**config.mk**
```make
export PLATFORM = sky130hd
export DESIGN_NAME = qsr_top
export DESIGN_NICKNAME = d
export VERILOG_FILES = /design/src/hdl/qsr_pkg.sv /design/src/hdl/qsr_chan.sv /design/src/hdl/qsr_sync.sv /design/src/hdl/qsr_top.sv
export SDC_FILE = /design/constraint.sdc
export NUM_CORES = 1
export LEC_CHECK = 0
export BUFFER_PORTS_ARGS = -buffer_cell sky130_fd_sc_hd__buf_4
export CAP_MARGIN = 20
export CELL_PAD_IN_SITES_DETAIL_PLACEMENT = 1
export CELL_PAD_IN_SITES_GLOBAL_PLACEMENT = 1
export CORE_ASPECT_RATIO = 1.4
export CORE_MARGIN = 4
export CORE_UTILIZATION = 31
export CTS_CLUSTER_SIZE = 8
export DETAILED_ROUTE_END_ITERATION = 8
export GPL_TIMING_DRIVEN = 0
export MAX_ROUTING_LAYER = met4
export PLACE_DENSITY = 0.56
export SLEW_MARGIN = 20
export SYNTH_ARGS = -nofsm -noshare
export SYNTH_HDL_FRONTEND = slang
export SYNTH_SLANG_ARGS = --single-unit
```
**constraint.sdc**
```tcl
create_clock -name clk -period 4 [get_ports clk]
set_input_delay 0.8 -clock clk [delete_from_list [all_inputs] [get_ports clk]]
set_output_delay 0.8 -clock clk [all_outputs]
set_load 0.05 [all_outputs]
```
**src/hdl/qsr_pkg.sv**
```systemverilog
// Operation
// - Channel 1 reset low on manual reset or sense 1 low; release after delay.
// - Channel 2 reset low while sense 2 low; release after delay when good.
// - Channel 3 reset low while sense 3 low; release after delay when good.
// - Channel 4 released only with low side above and high side below threshold.
// - Reset stays asserted for the channel delay after release condition becomes true.
// - Assertion is immediate and cancels any release delay in progress.
// - Released channel 1, no kick edge for 610 ms drives timeout low.
// - Timeout stays latched low regardless of kicks or channel 1 release.
// - While channel 1 reset asserted the watchdog never times out.
// - Channel 4 high side asserts reset when above overvoltage threshold.
// - Count starts at channel 1 release; every kick edge restarts full period.
// - Timeout latch cleared only by channel 1 reset assertion.
// - Each channel delay selects 300 ms, 20 ms or programmable value.
package qsr_pkg;
    localparam int unsigned CLK_MHZ = 250;
    localparam int unsigned DLY_LONG_MS = 300;
    localparam int unsigned DLY_SHORT_MS = 20;
    localparam int unsigned WDT_MS = 610;
    localparam int unsigned CYC_PER_MS = CLK_MHZ * 1000;
    localparam int unsigned DLY_LONG_CYC = DLY_LONG_MS * CYC_PER_MS;
    localparam int unsigned DLY_SHORT_CYC = DLY_SHORT_MS * CYC_PER_MS;
    localparam int unsigned WDT_CYC = WDT_MS * CYC_PER_MS;
    localparam int unsigned CNT_W = 32;
    localparam int unsigned NUM_CHAN = 4;
    typedef enum logic [1:0] {
        QSR_DLY_LONG,
        QSR_DLY_SHORT,
        QSR_DLY_PROG
    } qsr_dly_sel_t;
endpackage

```
**src/hdl/qsr_chan.sv**
```systemverilog
`timescale 1ns/10ps
module qsr_chan import qsr_pkg::*; #(
    parameter int unsigned LONG_CYC = DLY_LONG_CYC,
    parameter int unsigned SHORT_CYC = DLY_SHORT_CYC
) (
    input wire logic clk,
    input wire logic rst_b,
    input wire logic good,
    input wire qsr_dly_sel_t dly_sel,
    input wire logic [CNT_W-1:0] prog_cyc,
    output logic reset_out_n
);
    logic [CNT_W-1:0] cnt_q;
    logic [CNT_W-1:0] target;
    logic [CNT_W-1:0] target_eff;
    logic done;

    assign target = (dly_sel == QSR_DLY_LONG) ? CNT_W'(LONG_CYC) :
                    (dly_sel == QSR_DLY_SHORT) ? CNT_W'(SHORT_CYC) : prog_cyc;
    assign target_eff = (target == '0) ? CNT_W'(1) : target;
    assign done = (cnt_q >= target_eff - CNT_W'(1));

    always_ff @(posedge clk or negedge rst_b) begin
        if (!rst_b) begin
            cnt_q <= '0;
            reset_out_n <= 1'b0;
        end else if (!good) begin
            cnt_q <= '0;
            reset_out_n <= 1'b0;
        end else if (!reset_out_n) begin
            if (done) begin
                reset_out_n <= 1'b1;
            end else begin
                cnt_q <= cnt_q + CNT_W'(1);
            end
        end
    end

    property p_assert_now;
        @(posedge clk)
        disable iff (!rst_b)
        !good |=> !reset_out_n;
    endproperty
    a_assert_now: assert property (p_assert_now)
        else $error("reset not asserted at once");

    property p_hold;
        @(posedge clk)
        disable iff (!rst_b)
        $rose(reset_out_n) |-> $past(good);
    endproperty
    a_hold: assert property (p_hold)
        else $error("release without good condition");
endmodule

```
**src/hdl/qsr_sync.sv**
```systemverilog
`timescale 1ns/10ps
module qsr_sync import qsr_pkg::*; #(
    parameter int unsigned WIDTH = 1
) (
    input wire logic clk,
    input wire logic rst_b,
    input wire logic [WIDTH-1:0] async_in,
    output logic [WIDTH-1:0] sync_out
);
    logic [WIDTH-1:0] meta_q;

    // Two stages; the first is read only by the second
    always_ff @(posedge clk or negedge rst_b) begin
        if (!rst_b) begin
            meta_q <= '0;
            sync_out <= '0;
        end else begin
            meta_q <= async_in;
            sync_out <= meta_q;
        end
    end
endmodule

```
**src/hdl/qsr_top.sv**
```systemverilog
`timescale 1ns/10ps
module qsr_top import qsr_pkg::*; #(
    parameter int unsigned LONG_CYC = DLY_LONG_CYC,
    parameter int unsigned SHORT_CYC = DLY_SHORT_CYC,
    parameter int unsigned WDT_PERIOD_CYC = WDT_CYC
) (
    input wire logic clk,
    input wire logic rst_b,
    input wire logic manual_reset_in_n,
    input wire logic chan1_sense_flag,
    input wire logic chan2_sense_flag,
    input wire logic chan3_sense_flag,
    input wire logic chan4_low_sense_flag,
    input wire logic chan4_high_sense_flag,
    input wire logic watchdog_kick_in,
    input wire qsr_dly_sel_t chan1_delay_select,
    input wire qsr_dly_sel_t chan2_delay_select,
    input wire qsr_dly_sel_t chan3_delay_select,
    input wire qsr_dly_sel_t chan4_delay_select,
    input wire logic [CNT_W-1:0] chan1_prog_cyc,
    input wire logic [CNT_W-1:0] chan2_prog_cyc,
    input wire logic [CNT_W-1:0] chan3_prog_cyc,
    input wire logic [CNT_W-1:0] chan4_prog_cyc,
    output logic chan1_reset_out_n,
    output logic chan2_reset_out_n,
    output logic chan3_reset_out_n,
    output logic chan4_reset_out_n,
    output logic watchdog_timeout_out_n
);
    // Counters compare against the period minus one, so smaller periods cannot be served
    if (WDT_PERIOD_CYC < 2 || LONG_CYC < 1 || SHORT_CYC < 1) begin : g_bad_params
        $error("qsr_top: periods too small");
    end

    logic [6:0] raw_in;
    logic [6:0] sync_in;
    logic mr_n_s;
    logic s1_s;
    logic s2_s;
    logic s3_s;
    logic s4l_s;
    logic s4h_s;
    logic kick_s;
    logic kick_d1_q;
    logic kick_edge;
    logic good1;
    logic good2;
    logic good3;
    logic good4;
    logic [CNT_W-1:0] wdt_cnt_q;
    logic wdt_expire;
    logic wdt_clear;
    logic wdt_restart;

    assign raw_in = {watchdog_kick_in, chan4_high_sense_flag, chan4_low_sense_flag,
                     chan3_sense_flag, chan2_sense_flag, chan1_sense_flag,
                     manual_reset_in_n};

    qsr_sync #(.WIDTH(7)) u_sync (
        .clk(clk),
        .rst_b(rst_b),
        .async_in(raw_in),
        .sync_out(sync_in)
    );

    assign mr_n_s = sync_in[0];
    assign s1_s = sync_in[1];
    assign s2_s = sync_in[2];
    assign s3_s = sync_in[3];
    assign s4l_s = sync_in[4];
    assign s4h_s = sync_in[5];
    assign kick_s = sync_in[6];

    // Sense flags are high when the rail is above its undervoltage threshold
    assign good1 = mr_n_s & s1_s;
    assign good2 = s2_s;
    assign good3 = s3_s;
    // High-side flag is high above overvoltage, so it asserts reset
    assign good4 = s4l_s & ~s4h_s;

    qsr_chan #(.LONG_CYC(LONG_CYC), .SHORT_CYC(SHORT_CYC)) u_ch1 (
        .clk(clk), .rst_b(rst_b), .good(good1), .dly_sel(chan1_delay_select),
        .prog_cyc(chan1_prog_cyc), .reset_out_n(chan1_reset_out_n)
    );
    qsr_chan #(.LONG_CYC(LONG_CYC), .SHORT_CYC(SHORT_CYC)) u_ch2 (
        .clk(clk), .rst_b(rst_b), .good(good2), .dly_sel(chan2_delay_select),
        .prog_cyc(chan2_prog_cyc), .reset_out_n(chan2_reset_out_n)
    );
    qsr_chan #(.LONG_CYC(LONG_CYC), .SHORT_CYC(SHORT_CYC)) u_ch3 (
        .clk(clk), .rst_b(rst_b), .good(good3), .dly_sel(chan3_delay_select),
        .prog_cyc(chan3_prog_cyc), .reset_out_n(chan3_reset_out_n)
    );
    qsr_chan #(.LONG_CYC(LONG_CYC), .SHORT_CYC(SHORT_CYC)) u_ch4 (
        .clk(clk), .rst_b(rst_b), .good(good4), .dly_sel(chan4_delay_select),
        .prog_cyc(chan4_prog_cyc), .reset_out_n(chan4_reset_out_n)
    );

    // Edge detect works on the second sync stage only
    always_ff @(posedge clk or negedge rst_b) begin
        if (!rst_b) begin
            kick_d1_q <= 1'b0;
        end else begin
            kick_d1_q <= kick_s;
        end
    end

    assign kick_edge = kick_s ^ kick_d1_q;
    assign wdt_expire = (wdt_cnt_q == CNT_W'(WDT_PERIOD_CYC - 1)) && !kick_edge;
    assign wdt_clear = !chan1_reset_out_n;
    // A timed-out counter is parked at zero so a stale count cannot fire again after clear
    assign wdt_restart = wdt_clear || kick_edge || !watchdog_timeout_out_n;

    // Counter is held at zero while channel 1 is in reset, so it restarts at release
    always_ff @(posedge clk or negedge rst_b) begin
        if (!rst_b) begin
            wdt_cnt_q <= '0;
        end else if (wdt_restart) begin
            wdt_cnt_q <= '0;
        end else begin
            wdt_cnt_q <= wdt_cnt_q + CNT_W'(1);
        end
    end

    always_ff @(posedge clk or negedge rst_b) begin
        if (!rst_b) begin
            watchdog_timeout_out_n <= 1'b1;
        end else if (wdt_clear) begin
            watchdog_timeout_out_n <= 1'b1;
        end else if (wdt_expire) begin
            watchdog_timeout_out_n <= 1'b0;
        end
    end

    property p_wdt_fire;
        @(posedge clk)
        disable iff (!rst_b)
        wdt_expire && chan1_reset_out_n |=> !watchdog_timeout_out_n;
    endproperty
    a_wdt_fire: assert property (p_wdt_fire)
        else $error("watchdog did not time out");

    property p_wdt_no_early;
        @(posedge clk)
        disable iff (!rst_b)
        watchdog_timeout_out_n && !wdt_expire |=> watchdog_timeout_out_n;
    endproperty
    a_wdt_no_early: assert property (p_wdt_no_early)
        else $error("timeout without expiry");

    property p_wdt_fall;
        @(posedge clk)
        disable iff (!rst_b)
        $fell(watchdog_timeout_out_n) |-> $past(wdt_expire);
    endproperty
    a_wdt_fall: assert property (p_wdt_fall)
        else $error("timeout fell without expiry");

    property p_wdt_bound;
        @(posedge clk)
        disable iff (!rst_b)
        wdt_cnt_q <= CNT_W'(WDT_PERIOD_CYC);
    endproperty
    a_wdt_bound: assert property (p_wdt_bound)
        else $error("watchdog count ran past its period");

    property p_wdt_latch;
        @(posedge clk)
        disable iff (!rst_b)
        !watchdog_timeout_out_n && chan1_reset_out_n |=> !watchdog_timeout_out_n;
    endproperty
    a_wdt_latch: assert property (p_wdt_latch)
        else $error("timeout latch lost");

    property p_wdt_in_reset;
        @(posedge clk)
        disable iff (!rst_b)
        !chan1_reset_out_n |=> watchdog_timeout_out_n;
    endproperty
    a_wdt_in_reset: assert property (p_wdt_in_reset)
        else $error("timeout while channel 1 in reset");

    property p_wdt_held;
        @(posedge clk)
        disable iff (!rst_b)
        !chan1_reset_out_n |=> wdt_cnt_q == '0;
    endproperty
    a_wdt_held: assert property (p_wdt_held)
        else $error("watchdog counted while channel 1 in reset");

    property p_wdt_clear;
        @(posedge clk)
        disable iff (!rst_b)
        $rose(watchdog_timeout_out_n) |-> !$past(chan1_reset_out_n);
    endproperty
    a_wdt_clear: assert property (p_wdt_clear)
        else $error("timeout cleared without channel 1 reset");

    property p_kick_restart;
        @(posedge clk)
        disable iff (!rst_b)
        kick_edge |=> wdt_cnt_q == '0;
    endproperty
    a_kick_restart: assert property (p_kick_restart)
        else $error("kick did not restart count");

    property p_kick_src;
        @(posedge clk)
        disable iff (!rst_b)
        $changed(kick_s) |-> kick_edge;
    endproperty
    a_kick_src: assert property (p_kick_src)
        else $error("kick edge missed");

    property p_ch4_ov;
        @(posedge clk)
        disable iff (!rst_b)
        s4h_s |=> !chan4_reset_out_n;
    endproperty
    a_ch4_ov: assert property (p_ch4_ov)
        else $error("overvoltage did not assert channel 4");

    property p_ch4_low;
        @(posedge clk)
        disable iff (!rst_b)
        !s4l_s |=> !chan4_reset_out_n;
    endproperty
    a_ch4_low: assert property (p_ch4_low)
        else $error("undervoltage did not assert channel 4");

    property p_ch1_mr;
        @(posedge clk)
        disable iff (!rst_b)
        !mr_n_s |=> !chan1_reset_out_n;
    endproperty
    a_ch1_mr: assert property (p_ch1_mr)
        else $error("manual reset did not assert channel 1");

    property p_ch1_sense;
        @(posedge clk)
        disable iff (!rst_b)
        !s1_s |=> !chan1_reset_out_n;
    endproperty
    a_ch1_sense: assert property (p_ch1_sense)
        else $error("sense 1 did not assert channel 1");

    property p_ch2;
        @(posedge clk)
        disable iff (!rst_b)
        !s2_s |=> !chan2_reset_out_n;
    endproperty
    a_ch2: assert property (p_ch2)
        else $error("channel 2 not asserted");

    property p_ch3;
        @(posedge clk)
        disable iff (!rst_b)
        !s3_s |=> !chan3_reset_out_n;
    endproperty
    a_ch3: assert property (p_ch3)
        else $error("channel 3 not asserted");

    property p_ch1_rel;
        @(posedge clk)
        disable iff (!rst_b)
        $rose(chan1_reset_out_n) |-> $past(good1);
    endproperty
    a_ch1_rel: assert property (p_ch1_rel)
        else $error("channel 1 released while not good");

    property p_ch2_rel;
        @(posedge clk)
        disable iff (!rst_b)
        $rose(chan2_reset_out_n) |-> $past(good2);
    endproperty
    a_ch2_rel: assert property (p_ch2_rel)
        else $error("channel 2 released while not good");

    property p_ch3_rel;
        @(posedge clk)
        disable iff (!rst_b)
        $rose(chan3_reset_out_n) |-> $past(good3);
    endproperty
    a_ch3_rel: assert property (p_ch3_rel)
        else $error("channel 3 released while not good");

    property p_ch4_rel;
        @(posedge clk)
        disable iff (!rst_b)
        $rose(chan4_reset_out_n) |-> $past(good4);
    endproperty
    a_ch4_rel: assert property (p_ch4_rel)
        else $error("channel 4 released outside the window");

    // Checked only while reset is held, so it has no disable condition
    property p_reset_state;
        @(posedge clk)
        !rst_b ##1 !rst_b |-> !chan1_reset_out_n && !chan2_reset_out_n &&
            !chan3_reset_out_n && !chan4_reset_out_n && watchdog_timeout_out_n;
    endproperty
    a_reset_state: assert property (p_reset_state)
        else $error("outputs not in reset state");

    // Main scenarios
    c_timeout: cover property (@(posedge clk) $fell(watchdog_timeout_out_n));
    c_wdt_clear: cover property (@(posedge clk) $rose(watchdog_timeout_out_n));
    c_kick: cover property (@(posedge clk) kick_edge && chan1_reset_out_n);
    c_ch1_rel: cover property (@(posedge clk) $rose(chan1_reset_out_n));
    c_ch4_rel: cover property (@(posedge clk) $rose(chan4_reset_out_n));
endmodule

```
==> results of run 1 <==
logic make-up (layout without fill, tap and decap cells):
group | count (synthesis) | in the layout | share of synthesized area, %
buffers and inverters | 111 | 440 | 2.758
and+or+nand+nor | 856 | 856 | 29.81
AOI/OAI and AO/OA | 396 | 396 | 16.67
adders and majority gates | 137 | 137 | 11.31
DFF | 180 | 180 | 29.73
muxes | 6 | 6 | 0.4128
xor gates and xnor gates | 161 | 161 | 9.306
worst max-delay path, cell delays in order:
cell and delay [ns]:
buf_6 0.09, or4_4 0.53, or4_4 0.42, or4b_4 0.50
and2_4 0.17, ha_4 0.16, a21bo_4 0.22, buf_6 0.12
nor4b_4 0.05, nand3_2 0.08, nor2_2 0.04, xnor2_1 0.19
ha_1 0.30, a21oi_2 0.17, nand2_2 0.08, a221oi_4 0.34
a2111oi_4 0.11, buf_4 0.19, buf_4 0.16, a21o_4 0.20
buf_6 0.14, or4_1 0.39, nand2_1 0.07
area by class of cell:
class | count | share of cell area [%]
Clock inverter | 11 | 0.6921
Tap cell | 630 | 3.604
Buffer | 64 | 2.952
Clock buffer | 21 | 2.151
Timing Repair Buffer | 299 | 12.29
Multi-Input combinational cell | 1556 | 56.94
Sequential cell | 180 | 20.60
Inverter | 45 | 0.7722
stage by stage:
stage	util, %	setup WS [ns]
after floorplan	-	-1.505
after global placement	37.37	-2.352
after detailed placement	37.50	-2.359
after CTS	43.32	-1.242
after global routing	45.44	-1.267
final	45.44	-1.139
final timing paths:
kind                                      end               start  cells after the start
max reg2reg                   u_ch3.cnt_q[31]      u_ch3.cnt_q[3]                      7
min                           u_ch1.cnt_q[18]               rst_b                      1
min reg2reg                u_sync.sync_out[5]    u_sync.meta_q[5]                      0
min in group clk           u_sync.sync_out[5]    u_sync.meta_q[5]                      0
max in group asynchronous      u_ch3.cnt_q[8]               rst_b                      2
max                            u_ch1.cnt_q[5]  chan1_prog_cyc[10]                     23
state kept, by name (all words and copies together), names as in the netlist:
name and cells:
u_sync.sync_out 7, u_ch1.cnt_q 32, kick_d1_q 1, u_ch2.reset_out_n 1, u_sync.meta_q 7, wdt_cnt_q 32
u_ch3.cnt_q 32, watchdog_timeout_out_n 1, u_ch3.reset_out_n 1, u_ch2.cnt_q 32, u_ch4.cnt_q 32, u_ch4.reset_out_n 1
u_ch1.reset_out_n 1
cells in the final DEF, fill, tap and decap left out, types with 13 or more instances in the layout:
master and count:
xor2_1 69, nand3b_1 16, o21ai_0 40, nand2_1 188, and4_1 19, nor4_4 19
nand3_1 67, or4_4 14, xnor2_1 84, buf_4 227, a21oi_2 43, clkbuf_1 27
inv_1 44, nor3_1 33, nor2_1 163, or3_1 44, dfrtp_1 179, a21oi_1 87
o21ai_1 13, clkbuf_8 16, nand4_1 55, nand2b_1 26, o21ai_2 24, a21o_1 33
clkbuf_16 33, and2_1 15, nor4_1 19, ha_1 127, and3_1 30, buf_6 52
power breakdown:
group	internal [mW]	total, mW	switching (mW)
clock	1.04	1.81	0.769
sequential	1.83	1.85	0.0161
combinational	0.339	0.781	0.442
per-layer routing:
metal	wire, microns	vias up
li1	-	7458
met4	870	0
met1	22480	7540
met3	1109	43
met5	0	-
met2	29420	169
repair_timing:
action	CTS	global route
gates cloned	10	2
pin swaps	171	129
gates resized for setup	240	170
buffers inserted	107	38
endpoints found under the setup margin	132	132
==> summary.txt, run 1 <==
Run status
  – Status: finished, violations left
  – Failing checks: setup timing

Clocking
  – CTS tree: done
  – Clk Latency, worst-skew pair: 0.44 ns
  – TritonCTS Buffers: 17
  – CTS max path bufs: 2
  – Hold_buf cts: 0
  – H-tree Lvls: 4
  – CTS Sinks: 180
  – Clock slew at reported path FFs: 0.07 ns
  – Root buf cell: clkbuf_16

Placed design
  – Port Buffers: 147
  – Placer Congestion: 0.8320
  – Placed cell area: 18050 sq um
  – DP HPWL: 39470 microns
  – DP Cell Count: 2626

Floorplanning
  – Die height: 269.6 microns
  – Floorplan row count: 95
  – Initial core utilization: 31.48%
  – Die area: 52530 sq um
  – # IOs: 150
  – CORE AREA: 48140 sq um
  – DIE WIDTH: 194.9 microns

Setup path
  – CP max FO: 6
  – CP endpoint kind: flip-flop
  – Worst Path Required: 4.38 ns
  – Reg2Reg Setup Slack: 0.66 ns
  – Setup crit start kind: input pin
  – Setup CP Type: in -> reg
  – CP arrival: 5.52 ns

Run
  – Max Cap Viol: 0

Global route
  – Largest net degree at the start of global routing: 91
  – First-pass GRT wire length: 86290 microns
  – Initial antenna violation count: 0
  – Vias in the first global route: 16.30k
  – Gr usage total: 20.34%
  – M2 GR Usage: 38.24%
  – Most used routing layer: met2
  – Gr ovfl total: 0
  – Grt met1 use: 22.97%
  – Met3 global-route usage: 2.323%

Power
  – Pleak: 8.608 nW
  – Overall power: 4.436 mW
  – Peak VDD IR: 0.0002697 V
  – Power per standard cell area: 202.8 nW/um^2

Synthesis
  – #FFs+latches synth: 180
  – Syn Std Cell Area: 15150 sq um
  – Area leader, netlist: dfrtp_1
  – Synth warn: 0
  – Syn_area_per_cell: 8.204 sq um
  – Ranking of synthesized cells by area: dfrtp_1 30%, ha_1 11%, xnor2_1 5.3%, nand2_1 5.0%, a21oi_1 4.6%
  – Sequential area share after synthesis: 29.73%
  – Syn Inst Count: 1847
  – Async set or reset register ratio after synthesis: 100.0%
  – Post-synth top flop: dfrtp_1
  – Most frequent cells after synthesis: 200 x nand2_1, 179 x dfrtp_1, 175 x nor2_1
  – Count of cell types in the netlist: 76
  – Net Count, Synth: 2129
  – Top-count cell post-synth: nand2_1
  – Number of enable flip-flop cells after synthesis: 0
  – Post-synth top area share: 29.56%

Finish
  – Area delta synth->final: 44.35%
  – Antenna cell count: 0
  – Seq. cell area: 4506 sq um
  – Nets: 2445
  – Final non-filler cell area: 21870 sq um
  – Final-layout fill cell count: 5526
  – Fin cells: 2806
  – Proportion of layout cells with a drive suffix above 1: 31.25%
  – Multi-input gate area: 12450 sq um

Drt
  – Total Wirelength: 53880 microns
  – DR iter-0 viols: 526
  – Vias post-DR: 15.21k
  – Post-DRT Antenna Nets: 0
  – Routed len/inst: 19.20 microns
  – Via-to-Cell Ratio: 5.421
  – DR pass1 iterations: 4
  – DRC viols: 0

STA
  – Crit share post-route: 128.5%
  – RSZ-0062 raised after global routing: yes
  – Slew Limit Fails: 0
  – Setup TNS: -76.65 ns
  – Endpoints failing hold: 0
  – Min Tclk post-route: 5.139 ns
  – Clock skew: 0.01174 ns
  – Setup violators final: 132
  – Max_slew headroom: 29.26%
  – Fmax: 0.1946 GHz
  – Worst hold slack: 0.1415 ns
  – Slew @ Worst Pin: 1.061 ns
  – PnR worst setup slack: -1.139 ns

Hold path
  – HP Class: in -> async
No activity file was read; power rests on OpenSTA's default activity.
==> run 2, diff against run 1 <==
CORE_MARGIN = 1   (was 4)
==> run 2 against run 1 <==
Against the previous run: the flow still finishes with violations (setup timing); utilization decreased by 0.35 points; first-iteration DRC count decreased by 15%; clock power decreased by 3%; critical endpoint is now u_ch1.cnt_q[15]; largest power group unchanged.
==> summary.txt, run 2 (synthesis results as in run 1) <==
Finish
  – Most frequent cells in the layout: 226 x buf_4, 190 x nand2_1, 179 x dfrtp_1, 166 x nor2_1, 125 x ha_1
  – Proportion of layout cells with a drive suffix above 1: 31.09%
  – Antenna cell count: 0
  – Final-layout fill cell count: 5549
  – Area delta synth->final: 43.23%
  – Nets: 2434
  – Most common cell after layout, fill and taps aside: buf_4
  – Final non-filler cell area: 21700 sq um

Clocking
  – TritonCTS Buffers: 17
  – Root buf cell: clkbuf_16
  – CTS tree: done
  – Clk Latency, worst-skew pair: 0.45 ns
  – CTS max path bufs: 2
  – H-tree Lvls: 4
  – CTS Sinks: 180
  – Clock slew at reported path FFs: 0.07 ns
  – Hold_buf cts: 0

Setup path
  – CP arrival: 5.42 ns
  – Largest stage delay on the critical path: 0.53 ns
  – CP bufs+invs: 1
  – Worst Path Required: 4.38 ns
  – CP max FO: 7
  – Top delay family on crit path: simple AND/OR/NAND/NOR gates
  – Crit path top cell by count: or4_4
  – CP endpoint kind: flip-flop
  – Cell chain of the critical path: buf_6 -> or4_4 -> or4_1 -> or4b_4 -> and2_4 -> ha_4 -> a21bo_4 -> nor4_4 -> and4_4 -> and4b_1 -> nand2_1 -> a32oi_1 -> ha_1 -> a21o_1 -> a211o_1 -> a21oi_4 -> nand2_4 -> a21o_4 -> or4_4 -> a21oi_2
  – Setup CP Type: in -> reg
  – Slowest cell on crit path: or4_4
  – Setup crit start kind: input pin

STA
  – Min Tclk post-route: 5.044 ns
  – PnR worst setup slack: -1.044 ns
  – Endpoints failing hold: 0
  – Max_slew headroom: 25.37%
  – Fmax: 0.1983 GHz
  – Clock skew: 0.01297 ns
  – Slew Limit Fails: 0
  – Slew @ Worst Pin: 1.119 ns
  – RSZ-0062 raised after global routing: yes
  – Setup TNS: -84.44 ns
  – Crit share post-route: 126.1%
  – Setup violators final: 132

Placed design
  – Placer Congestion: 0.8327
  – Port Buffers: 147
  – Placed cell area: 18050 sq um
  – DP HPWL: 39340 microns

Hold path
  – HP Class: in -> async

Global route
  – Initial antenna violation count: 0
  – Gr ovfl total: 0
  – Gr usage total: 21.32%
  – First-pass GRT wire length: 83750 microns
  – Vias in the first global route: 16.02k
  – Largest net degree at the start of global routing: 90

Run status
  – Status: finished, violations left
  – Failing checks: setup timing

Floorplanning
  – Initial core utilization: 31.48%
  – Die area: 49780 sq um
  – Floorplan row count: 95
  – DIE WIDTH: 188.9 microns
  – Die height: 263.6 microns
  – # IOs: 150
  – CORE AREA: 48140 sq um

Drt
  – DR pass1 iterations: 5
  – Total Wirelength: 54010 microns
  – DRC viols: 0
  – DR iter-0 viols: 449
  – Via-to-Cell Ratio: 5.483
  – Vias post-DR: 15.32k
  – Post-DRT Antenna Nets: 0
  – Routed len/inst: 19.32 microns

Power
  – Peak VDD IR: 0.0002404 V
  – Pleak: 8.452 nW
  – Power per standard cell area: 201.6 nW/um^2

Run
  – Max Cap Viol: 0
[run 2: routing by layer]
layer | GRT usage, % | up-vias | part of all wire (%)
li1 | - | 7426 | -
met1 | 24.33 | 7595 | 41
met2 | 39.21 | 231 | 55
met3 | 1.986 | 72 | 1.9
met4 | 5.820 | 0 | 2.1
met5 | - | - | 0
[run 2: area by class of cell]
| class | instances | area [sq um] | area share [%] |
|---|---|---|---|
| Multi-Input combinational cell | 1556 | 12450 | 57.34 |
| Sequential cell | 180 | 4506 | 20.76 |
| Timing Repair Buffer | 287 | 2592 | 11.95 |
| Tap cell | 630 | 788.3 | 3.632 |
| Buffer | 65 | 600.6 | 2.767 |
| Clock buffer | 19 | 452.9 | 2.087 |
| Inverter | 45 | 168.9 | 0.7783 |
| Clock inverter | 13 | 148.9 | 0.6860 |
[run 2: final timing paths]
check,to,slack [ns],depth (start not counted),start
max,u_ch1.cnt_q[15],-1.04,20,chan1_prog_cyc[10]
min,u_ch1.cnt_q[17],0.24,1,rst_b
max reg2reg,u_ch3.cnt_q[31],0.61,7,u_ch3.cnt_q[4]
min reg2reg,u_sync.sync_out[4],0.35,0,u_sync.meta_q[4]
max in group asynchronous,u_ch4.cnt_q[27],2.60,3,rst_b
min in group clk,u_sync.sync_out[4],0.35,0,u_sync.meta_q[4]
[run 2: stage by stage]
step	std cells	total power [mW]	utilization, %	setup WS, ns	hold slack [ns]
floorplan	1847	2.224	-	-1.505	0.3312
global placement	2624	2.545	37.37	-2.288	0.3330
detailed placement	2626	2.572	37.50	-2.357	0.3372
CTS	2704	4.385	40.60	-1.107	0.2551
global route	2795	4.573	45.08	-1.154	0.2629
finish	2795	4.374	45.08	-1.044	0.2442
[run 2: power by group]
part           total, mW  internal [mW]  leakage, nW  switching (mW)
registers           1.85           1.83         2.47          0.0156
logic              0.767          0.329         5.70           0.437
clock network       1.76          0.963        0.287           0.796
total               4.37           3.13         8.45            1.25
[run 2: repair_timing]
action,in CTS,in global routing
resized for setup,95,295
pin swaps,80,147
setup buffers,44,81
cloned,3,14
endpoints found under the setup margin,132,132
[run 2: worst register-to-register path, stage by stage (launching register included)]
cell and delay [ns]:
dfrtp_1 0.48, and3_1 0.29, and4_1 0.33, nand4_1 0.59, nor4_1 0.73, nand3_1 0.23, or4_4 0.55, a21oi_2 0.12
==> run 3, diff against run 2 <==
ABC_AREA = 1   (was not set)
PLACE_DENSITY = 0.58   (was 0.56)
RECOVER_POWER = 50   (was not set)
==> run 3 against run 2 <==
Against the previous run: the run ends with capacitance limit, slew limit, setup timing left; clock skew rose by 0.0034 ns; non-clock buffer count up 2; count of clock-buffer cells in the layout did not move; flip-flop and latch count stayed put; die area grew 26%; clock power barely moved; largest cell class unchanged.
==> summary.txt, run 3 <==
Run status
  – Status: finished, violations left
  – Failing checks: capacitance limit, slew limit, setup timing

Hold path
  – HP Class: reg -> reg
  – Worst Hold Launch: u_sync.meta_q[3]
  – Hold worst-path end: u_sync.sync_out[3]
  – Hold Path Cell Cnt: 0

Synthesis
  – Sequential area share after synthesis: 23.63%
  – Syn Inst Count: 2971
  – Area leader, netlist: dfrtp_1
  – Synth warn: 0
  – Ranking of synthesized cells by area: dfrtp_1 23%, nand2_1 17%, nor2_1 9.4%, ha_1 9.0%, nand3_1 6.9%
  – Most frequent cells after synthesis: 861 x nand2_1, 479 x nor2_1, 262 x nand3_1
  – Number of enable flip-flop cells after synthesis: 0
  – Syn Std Cell Area: 19060 sq um
  – Post-synth top area share: 23.50%
  – Async set or reset register ratio after synthesis: 100.0%
  – #FFs+latches synth: 180
  – Top-count cell post-synth: nand2_1
  – Syn_area_per_cell: 6.417 sq um
  – Net Count, Synth: 3253
  – Post-synth top flop: dfrtp_1
  – Count of cell types in the netlist: 51

Setup path
  – Reg2Reg Setup Slack: 1.51 ns
  – CP max FO: 8
  – Setup CP Type: in -> reg
  – Worst R2R Path Depth: 10
  – CP endpoint kind: flip-flop
  – Reg2reg start: u_ch3.cnt_q[1]
  – Crit path top cell by count: nand2_1
  – CP bufs+invs: 11
  – Setup crit start kind: input pin
  – CP arrival: 4.51 ns
  – Reg2reg end: u_ch3.cnt_q[24]
  – Slowest cell on crit path: ha_1
  – Top delay family on crit path: simple AND/OR/NAND/NOR gates
  – Worst Path Required: 4.35 ns
  – Largest stage delay on the critical path: 0.31 ns

Global route
  – Gr ovfl total: 0
  – Initial antenna violation count: 1
  – Vias in the first global route: 22.34k
  – Largest net degree at the start of global routing: 73
  – First-pass GRT wire length: 118900 microns
  – Gr usage total: 25.19%

Placed design
  – Placer Congestion: 0.9154
  – DP Cell Count: 3938
  – DP HPWL: 61120 microns
  – Port Buffers: 148

Drt
  – Routed len/inst: 18.51 microns
  – Post-DRT Antenna Nets: 0
  – DR pass1 iterations: 5
  – DR iter-0 viols: 617
  – Total Wirelength: 75900 microns
  – Via-to-Cell Ratio: 5.030
  – Vias post-DR: 20.63k
  – DRC viols: 0

Floorplanning
  – Die area: 62510 sq um
  – Die height: 295.4 microns
  – DIE WIDTH: 211.6 microns
  – Initial core utilization: 31.37%
  – # IOs: 150
  – Floorplan row count: 107
  – CORE AREA: 60780 sq um

STA
  – Slew @ Worst Pin: 2.479 ns
  – Endpoints failing hold: 0
  – Worst hold slack: 0.3505 ns
  – Slew Limit Fails: 40
  – Fmax: 0.2407 GHz
  – Min Tclk post-route: 4.155 ns
  – Crit share post-route: 103.9%
  – Max_slew headroom: -65.27%
  – Clock skew: 0.01633 ns
  – Setup violators final: 59
  – RSZ-0062 raised after global routing: yes
  – PnR worst setup slack: -0.1551 ns

Power
  – Peak VDD IR: 0.0003139 V
  – Pleak: 11.21 nW
  – P_int: 3.242 mW
  – Seq pwr share: 38.7%
  – Clock share of power: 37.2%
  – Power per standard cell area: 192.2 nW/um^2
  – NetSw: 1.543 mW
  – Overall power: 4.785 mW
  – Net Sw Frac: 32.25%
  – Logic pwr share: 24.1%

Finish
  – Nets: 3553
  – Antenna cell count: 0
  – Fin cells: 4101
  – Proportion of layout cells with a drive suffix above 1: 22.11%
  – Most common cell after layout, fill and taps aside: nand2_1
  – Most frequent cells in the layout: 677 x nand2_1, 446 x nor2_1, 252 x inv_1, 248 x nand3_1, 242 x buf_4
  – Area delta synth->final: 30.59%

Run
  – Max Cap Viol: 1

Clocking
  – Clock slew at reported path FFs: 0.07 ns
  – CTS Sinks: 180
  – CTS max path bufs: 2
  – CTS tree: done
  – TritonCTS Buffers: 17
  – Clk Latency, worst-skew pair: 0.47 ns
  – Root buf cell: clkbuf_16
  – H-tree Lvls: 4
## run 3: cell types whose count changed in the layout (fill, tap and decap cells not counted), sizes merged, moves of 29 or more
cell	delta
a21o	-34
a21oi	-62
and3	-30
inv	+234
nand2	+675
nand3	+205
nand4	+29
nor2	+332
nor3	+74
o21ai	-37
or3	-53
xor2	+68
## run 3: metal layers
layer / vias to the layer above / wire length [microns] / GRT usage [%]
met5: - / 0 / -
met4: 0 / 3058 / 10.71
met3: 146 / 1190 / 1.880
met2: 289 / 41960 / 48.37
met1: 9973 / 29690 / 26.01
li1: 10220 / - / -
## run 3: power by group through the flow
stage / sequential, mW / clock [mW] / combinational, mW
after CTS: 1.85 / 1.85 / 1.11
after floorplan: 1.88 / 0 / 0.594
final: 1.85 / 1.78 / 1.15
after global placement: 1.89 / 0 / 0.969
after detailed placement: 1.89 / 0 / 1.00
after global routing: 1.85 / 1.92 / 1.27
## run 3: worst max path at each step
stage / from / end / cells past startpoint
after global placement: chan4_delay_select[1] / u_ch4.cnt_q[30] / 30
after detailed placement: chan4_delay_select[1] / u_ch4.cnt_q[30] / 30
after global routing: chan4_delay_select[1] / u_ch4.cnt_q[31] / 34
final: chan4_delay_select[1] / u_ch4.cnt_q[25] / 34
after floorplan: chan4_delay_select[1] / u_ch4.cnt_q[10] / 30
after CTS: chan4_delay_select[1] / u_ch4.cnt_q[30] / 33
## run 3: cells by family (layout without fill, tap and decap cells)
family | count (synthesis) | count (layout) | share of synthesized area [%]
fa+ha+maj | 137 | 137 | 8.991
compound gates | 164 | 164 | 5.388
simple gates | 1917 | 1919 | 44.14
flops | 180 | 180 | 23.63
xor+xnor | 223 | 223 | 10.24
buf+inv | 350 | 661 | 7.600
## run 3: cell type report
class | instances | area [sq um]
Multi-Input combinational cell | 2443 | 14480
Sequential cell | 180 | 4506
Fill cell | 7857 | 35880
Clock buffer | 19 | 442.9
Buffer | 74 | 785.8
Tap cell | 817 | 1022
Inverter | 275 | 1102
Timing Repair Buffer | 280 | 2405
Clock inverter | 13 | 157.7
## run 3: metrics by stage
stage / setup slack (ns) / area (sq um) / TNS, ns / util (%)
after floorplan: -0.1745 / 19470 / -9.933 / -
after global placement: -1.378 / 21600 / -149.32 / 35.54
after detailed placement: -1.476 / 21670 / -158.89 / 35.65
after CTS: -0.1370 / 23770 / -5.030 / 39.10
after global routing: -0.3203 / 24900 / -40.38 / 40.96
final: -0.1551 / 24900 / -4.876 / 40.96
## run 3: repair_timing
item                       4_1_cts  5_1_grt
pin swaps                       56       73
setup endpoints to repair      132      132
cloned                          14        5
hold buffers                     0        0
gates resized for setup        173      256
setup buffers                   79       34
